$ cat config.mk
export PLATFORM = sky130hd
export DESIGN_NAME = fsp_guard
export DESIGN_NICKNAME = d
export VERILOG_FILES = /design/src/design/fsp_pkg.sv /design/src/design/fsp_guard.sv
export SDC_FILE = /design/constraint.sdc
export NUM_CORES = 1
export LEC_CHECK = 0
export BUFFER_PORTS_ARGS = -buffer_cell sky130_fd_sc_hd__buf_2
export CORE_MARGIN = 2
export CORE_UTILIZATION = 35
export DETAILED_ROUTE_END_ITERATION = 16
export GPL_TIMING_DRIVEN = 1
export MAX_ROUTING_LAYER = met4
export PLACE_DENSITY = 0.61
export SLEW_MARGIN = 10
export SYNTH_ARGS = -nofsm -noshare
export SYNTH_HDL_FRONTEND = slang
export SYNTH_SLANG_ARGS = --single-unit
$ cat constraint.sdc
create_clock -name clk -period 10.9 [get_ports clk]
set_input_delay 2.18 -clock clk [delete_from_list [all_inputs] [get_ports clk]]
set_output_delay 2.18 -clock clk [all_outputs]
set_load 0.1 [all_outputs]
$ cat src/design/fsp_pkg.sv
// Package for the flash sector protection logic: register map, field
// positions, reset values, command codes and timing counts.
// Assumes an APB master at 250 MHz; nonvolatile cells are modelled in flops.
package fsp_pkg;
	// ************************************************************
	// Register offsets (byte addresses)
	// ************************************************************
	localparam logic [11:0] OFF_CMD      = 12'h000;
	localparam logic [11:0] OFF_ARG      = 12'h004;
	localparam logic [11:0] OFF_PWLO     = 12'h008;
	localparam logic [11:0] OFF_PWHI     = 12'h00C;
	localparam logic [11:0] OFF_STATUS   = 12'h010;
	localparam logic [11:0] OFF_MODECFG  = 12'h014;
	localparam logic [11:0] OFF_NVBITS   = 12'h018;
	localparam logic [11:0] OFF_VBITS    = 12'h01C;
	localparam logic [11:0] OFF_RANGE    = 12'h020;
	localparam logic [11:0] OFF_CHECK    = 12'h024;

	// ************************************************************
	// Commands written to the command register
	// ************************************************************
	localparam logic [3:0] CMD_NV_PROG   = 4'h1;
	localparam logic [3:0] CMD_NV_ERASE  = 4'h2;
	localparam logic [3:0] CMD_VOL_WRITE = 4'h3;
	localparam logic [3:0] CMD_LOCK_CLR  = 4'h4;
	localparam logic [3:0] CMD_PW_PROG   = 4'h5;
	localparam logic [3:0] CMD_PW_READ   = 4'h6;
	localparam logic [3:0] CMD_PW_UNLOCK = 4'h7;
	localparam logic [3:0] CMD_MODE_PROG = 4'h8;
	localparam logic [3:0] CMD_SOFT_RST  = 4'h9;

	// ************************************************************
	// Field positions
	// ************************************************************
	localparam int ST_BUSY   = 0;
	localparam int ST_PERR   = 1;
	localparam int ST_LOCK   = 2;
	localparam int ST_PWMODE = 3;
	localparam int ST_DENIED = 4;
	localparam int ARG_VAL   = 8;
	localparam int CFG_MODE  = 1;

	// ************************************************************
	// Reset values and mode encodings
	// ************************************************************
	localparam logic [1:0]  MODE_NONE    = 2'b11;
	localparam logic [1:0]  MODE_PERSIST = 2'b10;
	localparam logic [1:0]  MODE_PASSWD  = 2'b01;
	localparam logic [1:0]  MODE_ILLEGAL = 2'b00;
	localparam logic [63:0] PW_SHIPPED   = 64'hFFFFFFFFFFFFFFFF;

	// ************************************************************
	// Timing
	// ************************************************************
	localparam int CLK_MHZ       = 250;
	localparam int UNLOCK_GAP_US = 100;
	localparam int UNLOCK_TOL_US = 20;
	localparam int UNLOCK_CYC    = UNLOCK_GAP_US * CLK_MHZ;
	localparam int NV_PROG_CYC   = 64;
	localparam int NV_ERASE_CYC  = 256;

	typedef enum logic [1:0]
	{
		ST_IDLE = 2'b00,
		ST_WORK = 2'b01,
		ST_HOLD = 2'b10
	} fsp_state_t;
endpackage

$ cat src/design/fsp_guard.sv
// Sector protection engine behind an APB slave.
// Assumes a single clock; the array controller asks via chkSector.
//
// Implementation choices: the address map and the APB slave port.

// Function
// - Range or sector guard protects sector
// - Either sector bit zero blocks sector
// - Lock zero fails nonvolatile bit changes
// - Persistent: lock set on hardware reset
// - Password: lock cleared on hardware reset (reset here sets lock to one and mode to none; lock clear or password mode program clears it)
// - Lock clear command drops lock
// - Decode mode field 11/10/01
// - Mode 00 program fails
// - Chosen mode freezes configuration
// - Factory state persistent, all unprotected
// - Busy while nonvolatile writes run (password program here updates pw_ff at once, with no busy)
// - Bits program singly, erase together
// - Volatile bit matters when nonvolatile one
// - Volatile bits unprotect on any reset
// - Exact 64-bit match sets lock
// - Mismatch: error, busy, lock kept
// - Unlock attempts spaced by 100 us
// - Correct password skips delay
// - Password bits only go one to zero
// - Password mode hides password storage
// - Password ships all ones
module fsp_guard
	import fsp_pkg::*;
#(
	parameter int SECTORS    = 32,
	parameter int UNLOCK_CNT = UNLOCK_CYC
)
(
	// Clock and reset
	input  wire logic                       clk,
	input  wire logic                       rst,
	// APB slave
	input  wire logic                       psel,
	input  wire logic                       penable,
	input  wire logic                       pwrite,
	input  wire logic [11:0]                paddr,
	input  wire logic [31:0]                pwdata,
	output logic      [31:0]                prdata,
	output logic                            pready,
	output logic                            pslverr,
	// Array controller protection query
	input  wire logic [$clog2(SECTORS)-1:0] chkSector,
	output logic                            chkProtected
);
	localparam int SW = $clog2(SECTORS);

	// ************************************************************
	// State
	// ************************************************************
	fsp_state_t           state_ff;
	logic [SECTORS-1:0]   nvBits_ff;
	logic [SECTORS-1:0]   volBits_ff;
	logic [SECTORS-1:0]   rangeBits_ff;
	logic                 lock_ff;
	logic [1:0]           mode_ff;
	logic [63:0]          pw_ff;
	logic [63:0]          pwIn_ff;
	logic [31:0]          arg_ff;
	logic                 perr_ff;
	logic                 denied_ff;
	logic [31:0]          cnt_ff;
	logic [31:0]          prdata_ff;
	logic [3:0]           job_ff;

	// ************************************************************
	// Decode
	// ************************************************************
	wire        apbWr   = psel && penable && pwrite;
	wire        apbRd   = psel && penable && !pwrite;
	wire        hitCmd  = apbWr && (paddr == OFF_CMD);
	wire [3:0]  cmd     = pwdata[3:0];
	wire        idle    = (state_ff == ST_IDLE);
	wire        pwMode  = (mode_ff == MODE_PASSWD);
	wire        modeSet = (mode_ff != MODE_NONE);
	wire [SW-1:0] argSec = arg_ff[SW-1:0];
	wire        argVal  = arg_ff[ARG_VAL];
	wire        pwMatch = (pwIn_ff == pw_ff);
	wire        start   = hitCmd && idle;
	wire        nvCmd   = (cmd == CMD_NV_PROG) || (cmd == CMD_NV_ERASE);
	wire        badMode = (arg_ff[CFG_MODE+1:CFG_MODE] == MODE_ILLEGAL);
	wire        pwLocked = pwMode;

	function automatic logic guarded(input logic nv, input logic vol,
		input logic rng);
		// Volatile bit only counts while nonvolatile bit is one
		guarded = rng || !nv || !vol;
	endfunction

	assign chkProtected = guarded(nvBits_ff[chkSector], volBits_ff[chkSector],
		rangeBits_ff[chkSector]);

	// ************************************************************
	// Command engine
	// ************************************************************
	always_ff @(posedge clk or posedge rst)
	begin
		if (rst)
		begin
			state_ff   <= ST_IDLE;
			nvBits_ff  <= '1;
			volBits_ff <= '1;
			rangeBits_ff <= '0;
			lock_ff    <= 1'b1;
			mode_ff    <= MODE_NONE;
			pw_ff      <= PW_SHIPPED;
			pwIn_ff    <= '0;
			arg_ff     <= '0;
			perr_ff    <= 1'b0;
			denied_ff  <= 1'b0;
			cnt_ff     <= '0;
			job_ff     <= '0;
		end
		else
		begin
			if (apbWr && paddr == OFF_ARG)
				arg_ff <= pwdata;
			if (apbWr && paddr == OFF_PWLO)
				pwIn_ff[31:0] <= pwdata;
			if (apbWr && paddr == OFF_PWHI)
				pwIn_ff[63:32] <= pwdata;
			if (apbWr && paddr == OFF_RANGE)
				rangeBits_ff <= pwdata[SECTORS-1:0];
			if (apbWr && paddr == OFF_CHECK)
				denied_ff <= guarded(nvBits_ff[pwdata[SW-1:0]],
					volBits_ff[pwdata[SW-1:0]],
					rangeBits_ff[pwdata[SW-1:0]]);
			case (state_ff)
			ST_IDLE:
			begin
				if (start)
				begin
					perr_ff <= 1'b0;
					job_ff  <= cmd;
					if (nvCmd && !lock_ff)
						perr_ff <= 1'b1;
					else if (cmd == CMD_NV_PROG)
					begin
						state_ff <= ST_WORK;
						cnt_ff   <= NV_PROG_CYC;
					end
					else if (cmd == CMD_NV_ERASE)
					begin
						state_ff <= ST_WORK;
						cnt_ff   <= NV_ERASE_CYC;
					end
					else if (cmd == CMD_VOL_WRITE)
						volBits_ff[argSec] <= argVal;
					else if (cmd == CMD_LOCK_CLR)
						lock_ff <= 1'b0;
					else if (cmd == CMD_PW_PROG && !pwLocked)
						pw_ff <= pw_ff & pwIn_ff;
					else if (cmd == CMD_MODE_PROG)
					begin
						if (modeSet || badMode)
							perr_ff <= 1'b1;
						else
						begin
							state_ff <= ST_WORK;
							cnt_ff   <= NV_PROG_CYC;
						end
					end
					else if (cmd == CMD_PW_UNLOCK && pwMode)
					begin
						if (pwMatch)
							lock_ff <= 1'b1;
						else
						begin
							perr_ff  <= 1'b1;
							state_ff <= ST_HOLD;
							cnt_ff   <= UNLOCK_CNT;
						end
					end
					else if (cmd == CMD_SOFT_RST)
						volBits_ff <= '1;
				end
			end
			ST_WORK:
			begin
				if (cnt_ff == 32'd1)
				begin
					state_ff <= ST_IDLE;
					if (job_ff == CMD_NV_PROG)
						nvBits_ff[argSec] <= 1'b0;
					else if (job_ff == CMD_NV_ERASE)
						nvBits_ff <= '1;
					else
					begin
						mode_ff <= arg_ff[CFG_MODE+1:CFG_MODE];
						if (arg_ff[CFG_MODE+1:CFG_MODE] == MODE_PASSWD)
							lock_ff <= 1'b0;
					end
				end
				cnt_ff <= cnt_ff - 32'd1;
			end
			ST_HOLD:
			begin
				if (cnt_ff == 32'd1)
					state_ff <= ST_IDLE;
				cnt_ff <= cnt_ff - 32'd1;
			end
			default:
				state_ff <= ST_IDLE;
			endcase
		end
	end

	// ************************************************************
	// Read mux
	// ************************************************************
	// Mode program latches bits [2:1] of the argument register
	wire [31:0] statusWord = {27'h0, denied_ff, pwMode, lock_ff, perr_ff,
		!idle};
	wire [31:0] pwRead = pwLocked ? 32'h00000000 :
		(arg_ff[0] ? pw_ff[63:32] : pw_ff[31:0]);
	wire        hitKnown = (paddr == OFF_CMD) || (paddr == OFF_ARG) ||
		(paddr == OFF_PWLO) || (paddr == OFF_PWHI) ||
		(paddr == OFF_STATUS) || (paddr == OFF_MODECFG) ||
		(paddr == OFF_NVBITS) || (paddr == OFF_VBITS) ||
		(paddr == OFF_RANGE) || (paddr == OFF_CHECK);
	logic [31:0] nxt_prdata;
	always_comb
	begin
		nxt_prdata = 32'h00000000;
		case (paddr)
		OFF_CMD:     nxt_prdata = pwRead;
		OFF_ARG:     nxt_prdata = arg_ff;
		OFF_STATUS:  nxt_prdata = statusWord;
		OFF_MODECFG: nxt_prdata = {29'h0, mode_ff, 1'b1};
		OFF_NVBITS:  nxt_prdata = 32'(nvBits_ff);
		OFF_VBITS:   nxt_prdata = 32'(volBits_ff);
		OFF_RANGE:   nxt_prdata = 32'(rangeBits_ff);
		default:     nxt_prdata = 32'h00000000;
		endcase
	end

	always_ff @(posedge clk or posedge rst)
	begin
		if (rst)
			prdata_ff <= '0;
		else if (psel && !penable && !pwrite)
			prdata_ff <= nxt_prdata;
	end

	assign prdata  = prdata_ff;
	assign pready  = 1'b1;
	assign pslverr = psel && penable && !hitKnown;

	// ************************************************************
	// Checks
	// ************************************************************
	a_lock_guard: assert property (@(posedge clk) disable iff (rst)
		(start && nvCmd && !lock_ff) |=> (nvBits_ff == $past(nvBits_ff))
		&& perr_ff && idle)
		else $error("nonvolatile command ran while locked");
	a_unlock_gap: assert property (@(posedge clk) disable iff (rst)
		(start && cmd == CMD_PW_UNLOCK && pwMode && !pwMatch)
		|=> (state_ff == ST_HOLD) [*8])
		else $error("failed unlock did not hold busy");
	a_unlock_ok: assert property (@(posedge clk) disable iff (rst)
		(start && cmd == CMD_PW_UNLOCK && pwMode && pwMatch)
		|=> lock_ff && idle)
		else $error("good unlock did not set lock at once");
	a_mode_freeze: assert property (@(posedge clk) disable iff (rst)
		(idle && modeSet) |=> (mode_ff == $past(mode_ff)))
		else $error("mode changed after selection");
	a_mode_legal: assert property (@(posedge clk) disable iff (rst)
		mode_ff != MODE_ILLEGAL)
		else $error("illegal mode took effect");
	a_pw_clear: assert property (@(posedge clk) disable iff (rst)
		1'b1 |=> ((pw_ff & ~$past(pw_ff)) == 64'h0))
		else $error("password cell went from zero to one");
	a_busy_prog: assert property (@(posedge clk) disable iff (rst)
		(start && cmd == CMD_NV_PROG && lock_ff) |=> !idle [*8])
		else $error("busy missing during bit program");
	a_sector_or: assert property (@(posedge clk) disable iff (rst)
		rangeBits_ff[chkSector] |-> chkProtected)
		else $error("range protected sector shown open");
	a_relock_none: assert property (@(posedge clk) disable iff (rst)
		(!lock_ff && !pwMode) |=> !lock_ff)
		else $error("lock set again in persistent mode");

	// ************************************************************
	// Checks on sector state, lock and password handling
	// ************************************************************
	a_both_bits: assert property (@(posedge clk) disable iff (rst)
		(!nvBits_ff[chkSector] || !volBits_ff[chkSector])
		|-> chkProtected)
		else $error("sector with a zero bit shown open");

	a_vol_masked: assert property (@(posedge clk) disable iff (rst)
		(nvBits_ff[chkSector] && volBits_ff[chkSector]
		&& !rangeBits_ff[chkSector]) |-> !chkProtected)
		else $error("unprotected sector shown protected");

	a_lock_clear: assert property (@(posedge clk) disable iff (rst)
		(start && cmd == CMD_LOCK_CLR) |=> !lock_ff)
		else $error("lock clear command left lock set");

	a_pw_lock: assert property (@(posedge clk) disable iff (rst)
		(state_ff == ST_WORK && job_ff == CMD_MODE_PROG && cnt_ff == 32'd1
		&& arg_ff[CFG_MODE+1:CFG_MODE] == MODE_PASSWD)
		|=> (!lock_ff && pwMode))
		else $error("password mode did not clear lock");

	a_no_unlock: assert property (@(posedge clk) disable iff (rst)
		(start && cmd == CMD_PW_UNLOCK && !pwMode)
		|=> (lock_ff == $past(lock_ff)))
		else $error("unlock acted outside password mode");

	a_nv_single: assert property (@(posedge clk) disable iff (rst)
		(state_ff == ST_WORK && job_ff == CMD_NV_PROG && cnt_ff == 32'd1)
		|=> (nvBits_ff == ($past(nvBits_ff)
		& ~(SECTORS'(1) << $past(argSec)))))
		else $error("bit program touched other sectors");

	a_nv_erase: assert property (@(posedge clk) disable iff (rst)
		(state_ff == ST_WORK && job_ff == CMD_NV_ERASE && cnt_ff == 32'd1)
		|=> (&nvBits_ff))
		else $error("group erase left a bit at zero");

	a_nv_frozen: assert property (@(posedge clk) disable iff (rst)
		!lock_ff |=> (nvBits_ff == $past(nvBits_ff)))
		else $error("nonvolatile bits changed while locked");

	a_soft_vol: assert property (@(posedge clk) disable iff (rst)
		(start && cmd == CMD_SOFT_RST) |=> (&volBits_ff))
		else $error("soft reset left a volatile bit at zero");

	a_soft_lock: assert property (@(posedge clk) disable iff (rst)
		(start && cmd == CMD_SOFT_RST) |=> (lock_ff == $past(lock_ff)))
		else $error("soft reset changed the lock");

	a_unlock_err: assert property (@(posedge clk) disable iff (rst)
		(start && cmd == CMD_PW_UNLOCK && pwMode && !pwMatch)
		|=> (perr_ff && !idle && lock_ff == $past(lock_ff)))
		else $error("failed unlock did not report error");

	a_hold_keep: assert property (@(posedge clk) disable iff (rst)
		(state_ff == ST_HOLD && cnt_ff != 32'd1) |=> (state_ff == ST_HOLD))
		else $error("unlock delay ended early");

	a_pw_hidden: assert property (@(posedge clk) disable iff (rst)
		(pwMode && start && cmd == CMD_PW_PROG) |=> (pw_ff == $past(pw_ff)))
		else $error("password changed in password mode");

	a_pw_noread: assert property (@(posedge clk) disable iff (rst)
		(pwMode && psel && !penable && !pwrite && paddr == OFF_CMD)
		|=> (prdata_ff == 32'h00000000))
		else $error("password visible in password mode");

	a_mode_busy: assert property (@(posedge clk) disable iff (rst)
		(start && cmd == CMD_MODE_PROG && !modeSet && !badMode)
		|=> !idle [*8])
		else $error("busy missing during mode program");

	a_erase_busy: assert property (@(posedge clk) disable iff (rst)
		(start && cmd == CMD_NV_ERASE && lock_ff) |=> !idle [*8])
		else $error("busy missing during group erase");

	a_check_bit: assert property (@(posedge clk) disable iff (rst)
		(apbWr && paddr == OFF_CHECK && rangeBits_ff[pwdata[SW-1:0]])
		|=> denied_ff)
		else $error("range protected sector check passed");
endmodule

* Word level (Yosys, flattened, before mapping)
Index checks and enable logic that the tools add are counted.
W data, S select, Z words.
** Cells by class
- Add/subtract/negate cells :: 1
- $lt $le $gt $ge :: 4
- Equality and inequality tests :: 50
- Muxes and demuxes :: 76
- Bitwise operators :: 10
- Reduce and logical (&&, ||, !) cells :: 57
** Operators with widths (count)
- $mux W32 :: 21
- $pmux W32 S7 :: 1
- $and A64 B64 Y64 :: 1
- $eq A64 B64 Y1 :: 1
- $pmux W32 S2 :: 1
- $eq A12 B5 Y1 const B :: 4
- $and A32 B32 Y32 :: 1
- $bwmux W32 :: 1
- $eq A32 B1 Y1 const B :: 1
- $not A32 Y32 :: 1
- $sub A32 B1 Y32 const B :: 1
- $mux W1 :: 31
- $bmux W1 S5 :: 6
- $ne A2 B2 Y1 const B :: 13
- $eq A12 B4 Y1 const B :: 2
- $eq A12 B6 Y1 const B :: 2
- $mux W2 :: 12
- $lt A5 B6 Y1 const B :: 3
- $reduce_and A9 Y1 :: 2
- $logic_and A1 B1 Y1 :: 16
- $logic_or A1 B1 Y1 :: 15
- $reduce_and A14 Y1 :: 1
- $eq A12 B3 Y1 const B :: 1
- $eq A4 B2 Y1 const B :: 3
- 27 further kinds :: 57
** Storage, ports and cells
- Bits in registers :: 331
- Output and inout port bits :: 35

* Depth between registers and ports, before layout
Gate-level depths: netlist (run 1).
- Word-level depth :: 12
- Depth in mapped cells :: 12
- Gate-level depth less buffers :: 9

* Worst setup path after synthesis (run 1)
OpenSTA, ideal clock, no wires.
- Kind :: input -> output
- From :: input port chkSector[1]
- To :: output port chkProtected
- Arrival :: 4613 ps
- Data required time :: 8720 ps
- Path slack :: 4107 ps
- Cell stages on the path :: 6
- Path buffers :: 1
- Cells stage by stage :: clkbuf_1 o21ai_0 mux4_2 nor2_1 a21oi_1 a21oi_1
** On the way
- Cells in the longest elaborated chain, start to end :: 5
- Elaborated cells between the ends (all ways) :: 10
- Classes of those cells :: mux (6); reduce/logical (4)
** Ends and longest elaborated chain
- start, declared :: line fsp_guard.sv:48 : input wire logic [$clog2(SECTORS)-1:0] chkSector,
- $bmux W1 S5 :: line fsp_guard.sv:95 : assign chkProtected = guarded(nvBits_ff[chkSector], volBits_ff[chkSector],
- $mux W1 (implied by the code) :: line fsp_guard.sv:95
- $logic_not A1 Y1 :: line fsp_guard.sv:92 : guarded = rng || !nv || !vol;
- $logic_or A1 B1 Y1 :: line fsp_guard.sv:92
- $logic_or A1 B1 Y1 * :: line fsp_guard.sv:92
- end, declared :: line fsp_guard.sv:49 : output logic chkProtected
Every way passes the cells marked *; elsewhere a longest branch is shown, timed or not. The select of a mux whose other input is x is not followed.

* Worst setup path after layout (run 1)
Ends and elaborated chain as after synthesis.

==> results.yml, run 1 <==
global_route:
  grt_first_pass_wirelength_um: 76900
  global_route.usage.total: 0.201
  largest_net_degree_at_the_start_of_global_routing: 73
  grt_pass1_vias: 12800
  grt-ovfl-total: 0
  groute.layer.met1.usage: 0.274
  gr-usage-met2: 0.304
  globalRoute.busiestLayer: "met2"
  gr-usage-met3: 0.0373
  initial_antenna_violation_count: 4
worst_setup_path:
  reg2reg_setup_slack_ps: 7230
  timing.critical_path.to_type: "output pin"
  worst-path-max-fanout: 26
  timing_worst_setup_path_type: "input pin to output pin"
  r2r.worst_path.cells: 9
  r2r-start: "state_ff[1]"
  cp_data_arrival_time_ps: 4350
  required_ps: 8720
  start_kind: "input pin"
  rr_endpoint: "volBits_ff[11]"
worst_hold_path:
  min-delay-start: "prdata[4]"
  hp-class: "flip-flop to flip-flop"
  min_delay_path_depth: 1
  worstHoldEndpoint: "prdata[4]"
drt:
  routed_wire_length_per_instance_um: 22.0
  drt-vias-per-instance: 5.69
  first_pass_iters: 5
  drt_total_wl_um: 50200
  antenna_violating_nets_post_route: 0
  detail_route.drc_violations: 0
  drtIter0Drc: 1184
  detailroute.via_count: 13000
power_and_ir_drop:
  power_density_normalized_to_cell_area_nw_per_um2: 162
  leakage_nw: 8.96
  power_w: 0.00318
  p_seq_frac: 0.420
  peakVddDrop_mv: 0.0873
  power.share.combinational: 0.174
  power_frac_clock: 0.406
  switching_share: 0.318
  switching_power_w: 0.00101
  p_int_w: 0.00217
synth:
  asyncSetResetFlopFracSynth: 1.00
  avgSynthCellArea_um2: 11.3
  synth_top_area_share: 0.289
  flip_flop_cell_with_the_highest_count_after_synthesis: "dfrtp_1"
  number_of_flops_mapped_to_enable_cells_by_yosys: 0
  yosys.area.top_type: "dfrtp_1"
  synth-seq-cells: 331
  yosysSeqAreaShare: 0.487
  syn_inst: 1528
  yosys_warnings: 0
  synth_area_um2: 17300
  synth.top_cells.by_area: "dfrtp_1 (29%), dfstp_2 (20%), mux2_2 (8.8%)"
  synth.net_count: 1650
  netlist-cell-type-count: 67
clocking:
  clock_path_buffers: 3
  cts-htree-levels: 2
  clock_insertion_delay_worst_skew_ps: 580
  cts_inserted_buffers: 40
  cts_root_buffer: "clkbuf_16"
  postCtsResizedCells: 0
  clkTransAtPathRegs_ps: 60
  numClockSinks: 331
  cts.repair_timing.setup_buffer_count: 0
  holdBufCountCts: 0
  cts_tree: "yes"
sta:
  timing_max_transition_violations_final: 0
  total_setup_violations_reported_at_the_end_of_the_flow: 0
  clock_skew_ps: 35.6
  slew_headroom: 0.196
  tns_ps: 0
  layout_worst_path_cycle_share: 0.599
  grt_setup_unrepaired: "false"
  period_minus_slack_ps: 6530
  hold_ws_ps: 486
  tightestPinTransition_ps: 1200
  max_freq_mhz: 153
  hold_viol: 0
floorplanning:
  fp-row-count: 81
  start_util: 0.354
  std_cell_core_area_um2: 49000
  top_level_ports: 89
  die_area_um2: 51300
  floorplan.die.width_um: 227
  die_h_um: 227
cells_and_area:
  seqCellArea_um2: 8450
  layout.nets: 1702
  layout_commonest_cell: "dfrtp_1"
  areaGrowthSynthToFinish_pct: 13.2
  filler_instances: 4698
  layout.cells.most_common_list: "dfrtp_1 (198), mux2_2 (136), dfstp_2 (131), o21ai_0 (108), nor2_1 (105)"
  share_of_final_layout_standard_cells_stronger_than_drive_strength_1: 0.322
  multi_input_comb_area_um2: 8420
status:
  status: "completed"
placement:
  place_congestion: 0.908
  place_hpwl_um: 32900
  io_port_bufs: 87
job:
  drv_cap: 0
## area by class of cell
type	count	area share
tap	664	0.0423
clock inverter	9	0.00414
sequential	331	0.430
multi-input combinational	1079	0.429
timing repair buffer	108	0.0302
inverter	20	0.00401
antenna	2	0.000255
clock buffer	65	0.0599
## power groups by stage
stage / registers, W / clock network (W) / logic, W
2_1_floorplan: 0.00147 / 0 / 0.000289
3_3_place_gp: 0.00135 / 0 / 0.000535
5_1_grt: 0.00134 / 0.00137 / 0.000603
3_5_place_dp: 0.00135 / 0 / 0.000548
4_1_cts: 0.00133 / 0.00132 / 0.000549
6_report: 0.00134 / 0.00129 / 0.000552
## worst max path at each step
stage / endpoint / start / slack [ps]
floorplan: chkProtected / chkSector[1] / 4110
global placement: chkProtected / chkSector[1] / 4470
detailed placement: chkProtected / chkSector[1] / 4440
CTS: chkProtected / chkSector[1] / 4430
global route: chkProtected / chkSector[1] / 4300
finish: chkProtected / chkSector[1] / 4370
## registers in the layout, summed over array words and instances, names as in the netlist
name	count
cnt_ff	32
pwIn_ff	64
denied_ff	1
prdata	32
nvBits_ff	32
state_ff	2
lock_ff	1
mode_ff	2
job_ff	4
rangeBits_ff	32
volBits_ff	32
pw_ff	64
arg_ff	32
perr_ff	1
## per-stage QoR
step                setup slack, ps  utilization  cell area, um^2  std cells
global placement               4470        0.375            18400       2202
finish                         4370        0.401            19600       2278
CTS                            4430        0.401            19600       2276
floorplan                      4110            -            17300       1528
global route                   4300        0.401            19600       2278
detailed placement             4440        0.375            18400       2202
## worst max-delay path: stages
cell and delay (ps):
buf_2 400, nor4bb_1 130, a41o_1 220, mux4_2 470, nor2_1 110, a21oi_1 50
a21oi_1 280, buf_2 490
## Yosys cell counts, types with 44 or more instances
master and n:
a21oi_1 53, clkbuf_1 70, dfrtp_1 200, dfstp_2 131
ha_1 68, mux2_2 136, mux2_4 60, mux2i_1 74
nand2_1 93, nand3_1 44, nor2_1 106, o21ai_0 108
## layer usage
| metal | part of all wire | vias up |
|---|---|---|
| li1 | - | 5765 |
| met4 | 0.026 | 0 |
| met5 | 0 | - |
| met2 | 0.46 | 417 |
| met3 | 0.063 | 94 |
| met1 | 0.45 | 6697 |
## cells by family after synthesis
logic type               after synthesis  share of synthesized area
XOR/XNOR                               7                    0.00354
other                                  1                   0.000216
AND/OR/NAND/NOR                      426                      0.127
AO/OA/AOI/OAI                        296                      0.106
flip-flops                           331                      0.487
buffers and inverters                118                     0.0292
adder cells (fa/ha/maj)               68                     0.0491
multiplexers                         281                      0.197
(Power assumes the default switching activity.)
==> inputs of run 2 (changes only) <==
==> constraint.sdc (replaced) <==
create_clock -name clk -period 5.7 [get_ports clk]
set_input_delay 1.14 -clock clk [delete_from_list [all_inputs] [get_ports clk]]
set_output_delay 1.14 -clock clk [all_outputs]
set_load 0.1 [all_outputs]
==> run 2 against run 1 <==
Compared with the run above:
- clock skew down 18 ps
- sequential power up 91%
- critical path depth is the same
- via count down 0.79%
- final area rose by 0.79%
- final cell count is 0.22% higher
- sequential cell count is the same
- total power increased by 96%
- clock power rose by 100%
- sequential share of layout area decreased by 0.34 points
- critical endpoint unchanged
- largest power group is now the clock network
- highest routed layer unchanged
==> results.yml, run 2 (synthesis results as in run 1) <==
floorplanning:
  top_level_ports: 89
  fp-row-count: 81
  floorplan.die.width_um: 227
  die_area_um2: 51300
  die_h_um: 227
  start_util: 0.354
  std_cell_core_area_um2: 49000
cells_and_area:
  layout.cells.most_common_list: "dfrtp_1 (199), mux2_2 (136), dfstp_2 (131), o21ai_0 (108), nor2_1 (105)"
  seqCellArea_um2: 8450
  areaGrowthSynthToFinish_pct: 14.1
  share_of_final_layout_standard_cells_stronger_than_drive_strength_1: 0.327
  layout.nets: 1706
  filler_instances: 4686
  largest_registers: "pwIn_ff (64), pw_ff (64)"
  multi_input_comb_area_um2: 8410
  layout_commonest_cell: "dfrtp_1"
sta:
  layout_worst_path_cycle_share: 0.777
  hold_viol: 0
  max_freq_mhz: 226
  total_setup_violations_reported_at_the_end_of_the_flow: 0
  clock_skew_ps: 17.5
  slew_headroom: 0.219
  timing_max_transition_violations_final: 0
  tns_ps: 0
  hold_ws_ps: 487
  tightestPinTransition_ps: 1170
  period_minus_slack_ps: 4430
  grt_setup_unrepaired: "false"
clocking:
  cts_inserted_buffers: 40
  cts_tree: "yes"
  numClockSinks: 331
  cts.repair_timing.setup_buffer_count: 0
  clkTransAtPathRegs_ps: 60
  cts_root_buffer: "clkbuf_16"
  clock_insertion_delay_worst_skew_ps: 560
  holdBufCountCts: 0
  cts-htree-levels: 2
  clock_path_buffers: 3
  postCtsResizedCells: 0
worst_setup_path:
  cp_data_arrival_time_ps: 3290
  critical_path.startpoint: "chkSector[1]"
  rr_endpoint: "cnt_ff[8]"
  r2r.worst_path.cells: 10
  worst_path_largest_cell_delay_ps: 490
  timing.critical_path.to_type: "output pin"
  worst-path-max-fanout: 26
  path_cells: "buf_2, nor4bb_1, a41o_1, mux4_2, nor2_1, a21oi_1, a21oi_1, buf_2"
  start_kind: "input pin"
  critical_path.top_delay_family: "buffers and inverters"
  r2r-start: "pw_ff[21]"
  required_ps: 4560
  end_point_of_the_critical_path: "chkProtected"
  timing_worst_setup_path_type: "input pin to output pin"
  worst-path-buf-inv: 2
  slowest_stage: "buf_2"
  critical_path_cell_count: 8
  reg2reg_setup_slack_ps: 1900
placement:
  place_congestion: 0.938
  io_port_bufs: 87
  place_hpwl_um: 33400
job:
  drv_cap: 0
global_route:
  initial_antenna_violation_count: 3
  global_route.usage.total: 0.203
  grt_pass1_vias: 12800
  grt-ovfl-total: 0
  largest_net_degree_at_the_start_of_global_routing: 117
  grt_first_pass_wirelength_um: 77900
drt:
  antenna_violating_nets_post_route: 0
  detail_route.drc_violations: 0
  drt-vias-per-instance: 5.64
  drt_total_wl_um: 49500
  routed_wire_length_per_instance_um: 21.7
  first_pass_iters: 5
  detailroute.via_count: 12900
  drtIter0Drc: 1095
power_and_ir_drop:
  power_w: 0.00623
  power_density_normalized_to_cell_area_nw_per_um2: 315
  leakage_nw: 9.04
  peakVddDrop_mv: 0.151
worst_hold_path:
  hp-class: "flip-flop to flip-flop"
  min-delay-start: "perr_ff"
status:
  status: "completed"
-- run 2: cell type report --
type | count | share of cell area
diodes | 3 | 0.000379
repair buffers | 112 | 0.0334
clock inverters | 16 | 0.00898
well taps | 664 | 0.0420
inverters | 20 | 0.00398
clock buffers | 58 | 0.0592
multi-input cells | 1079 | 0.425
flip-flops and latches | 331 | 0.427
-- run 2: worst register-to-register path, stage by stage (launching register included) --
cell and delay [ps]:
dfstp_2 550, ha_1 240, nor4_1 850, nand4_1 220, nor4_1 320, buf_4 230
a2111oi_4 110, nor2_1 540, buf_4 360, nor2_1 90, o22a_1 180
-- run 2: routing by layer --
layer	GRT usage	vias to the layer above	part of all wire
met4	0.0505	0	0.018
met5	-	-	0
met3	0.0320	78	0.056
met2	0.316	374	0.46
met1	0.276	6620	0.46
li1	-	5798	-
-- run 2: how the worst min path moves through the flow --
stage | slack (ps) | endpoint | cells after the start
floorplan | 450 | state_ff[1] | 2
global placement | 460 | state_ff[1] | 2
detailed placement | 480 | perr_ff | 2
CTS | 490 | perr_ff | 2
global route | 520 | nvBits_ff[31] | 2
finish | 490 | perr_ff | 2
-- run 2: power breakdown --
part	internal [W]	switching (W)
clock	0.00157	0.00105
sequential	0.00246	0.0000936
combinational	0.000268	0.000784
-- run 2: stage by stage --
stage          cells  worst slack (ps)  cell area (um^2)  utilization
2_1_floorplan   1528               246             17300            -
3_3_place_gp    2206              1330             18400        0.376
3_5_place_dp    2206              1310             18400        0.376
4_1_cts         2280              1310             19800        0.404
5_1_grt         2283              1190             19800        0.404
6_report        2283              1270             19800        0.404
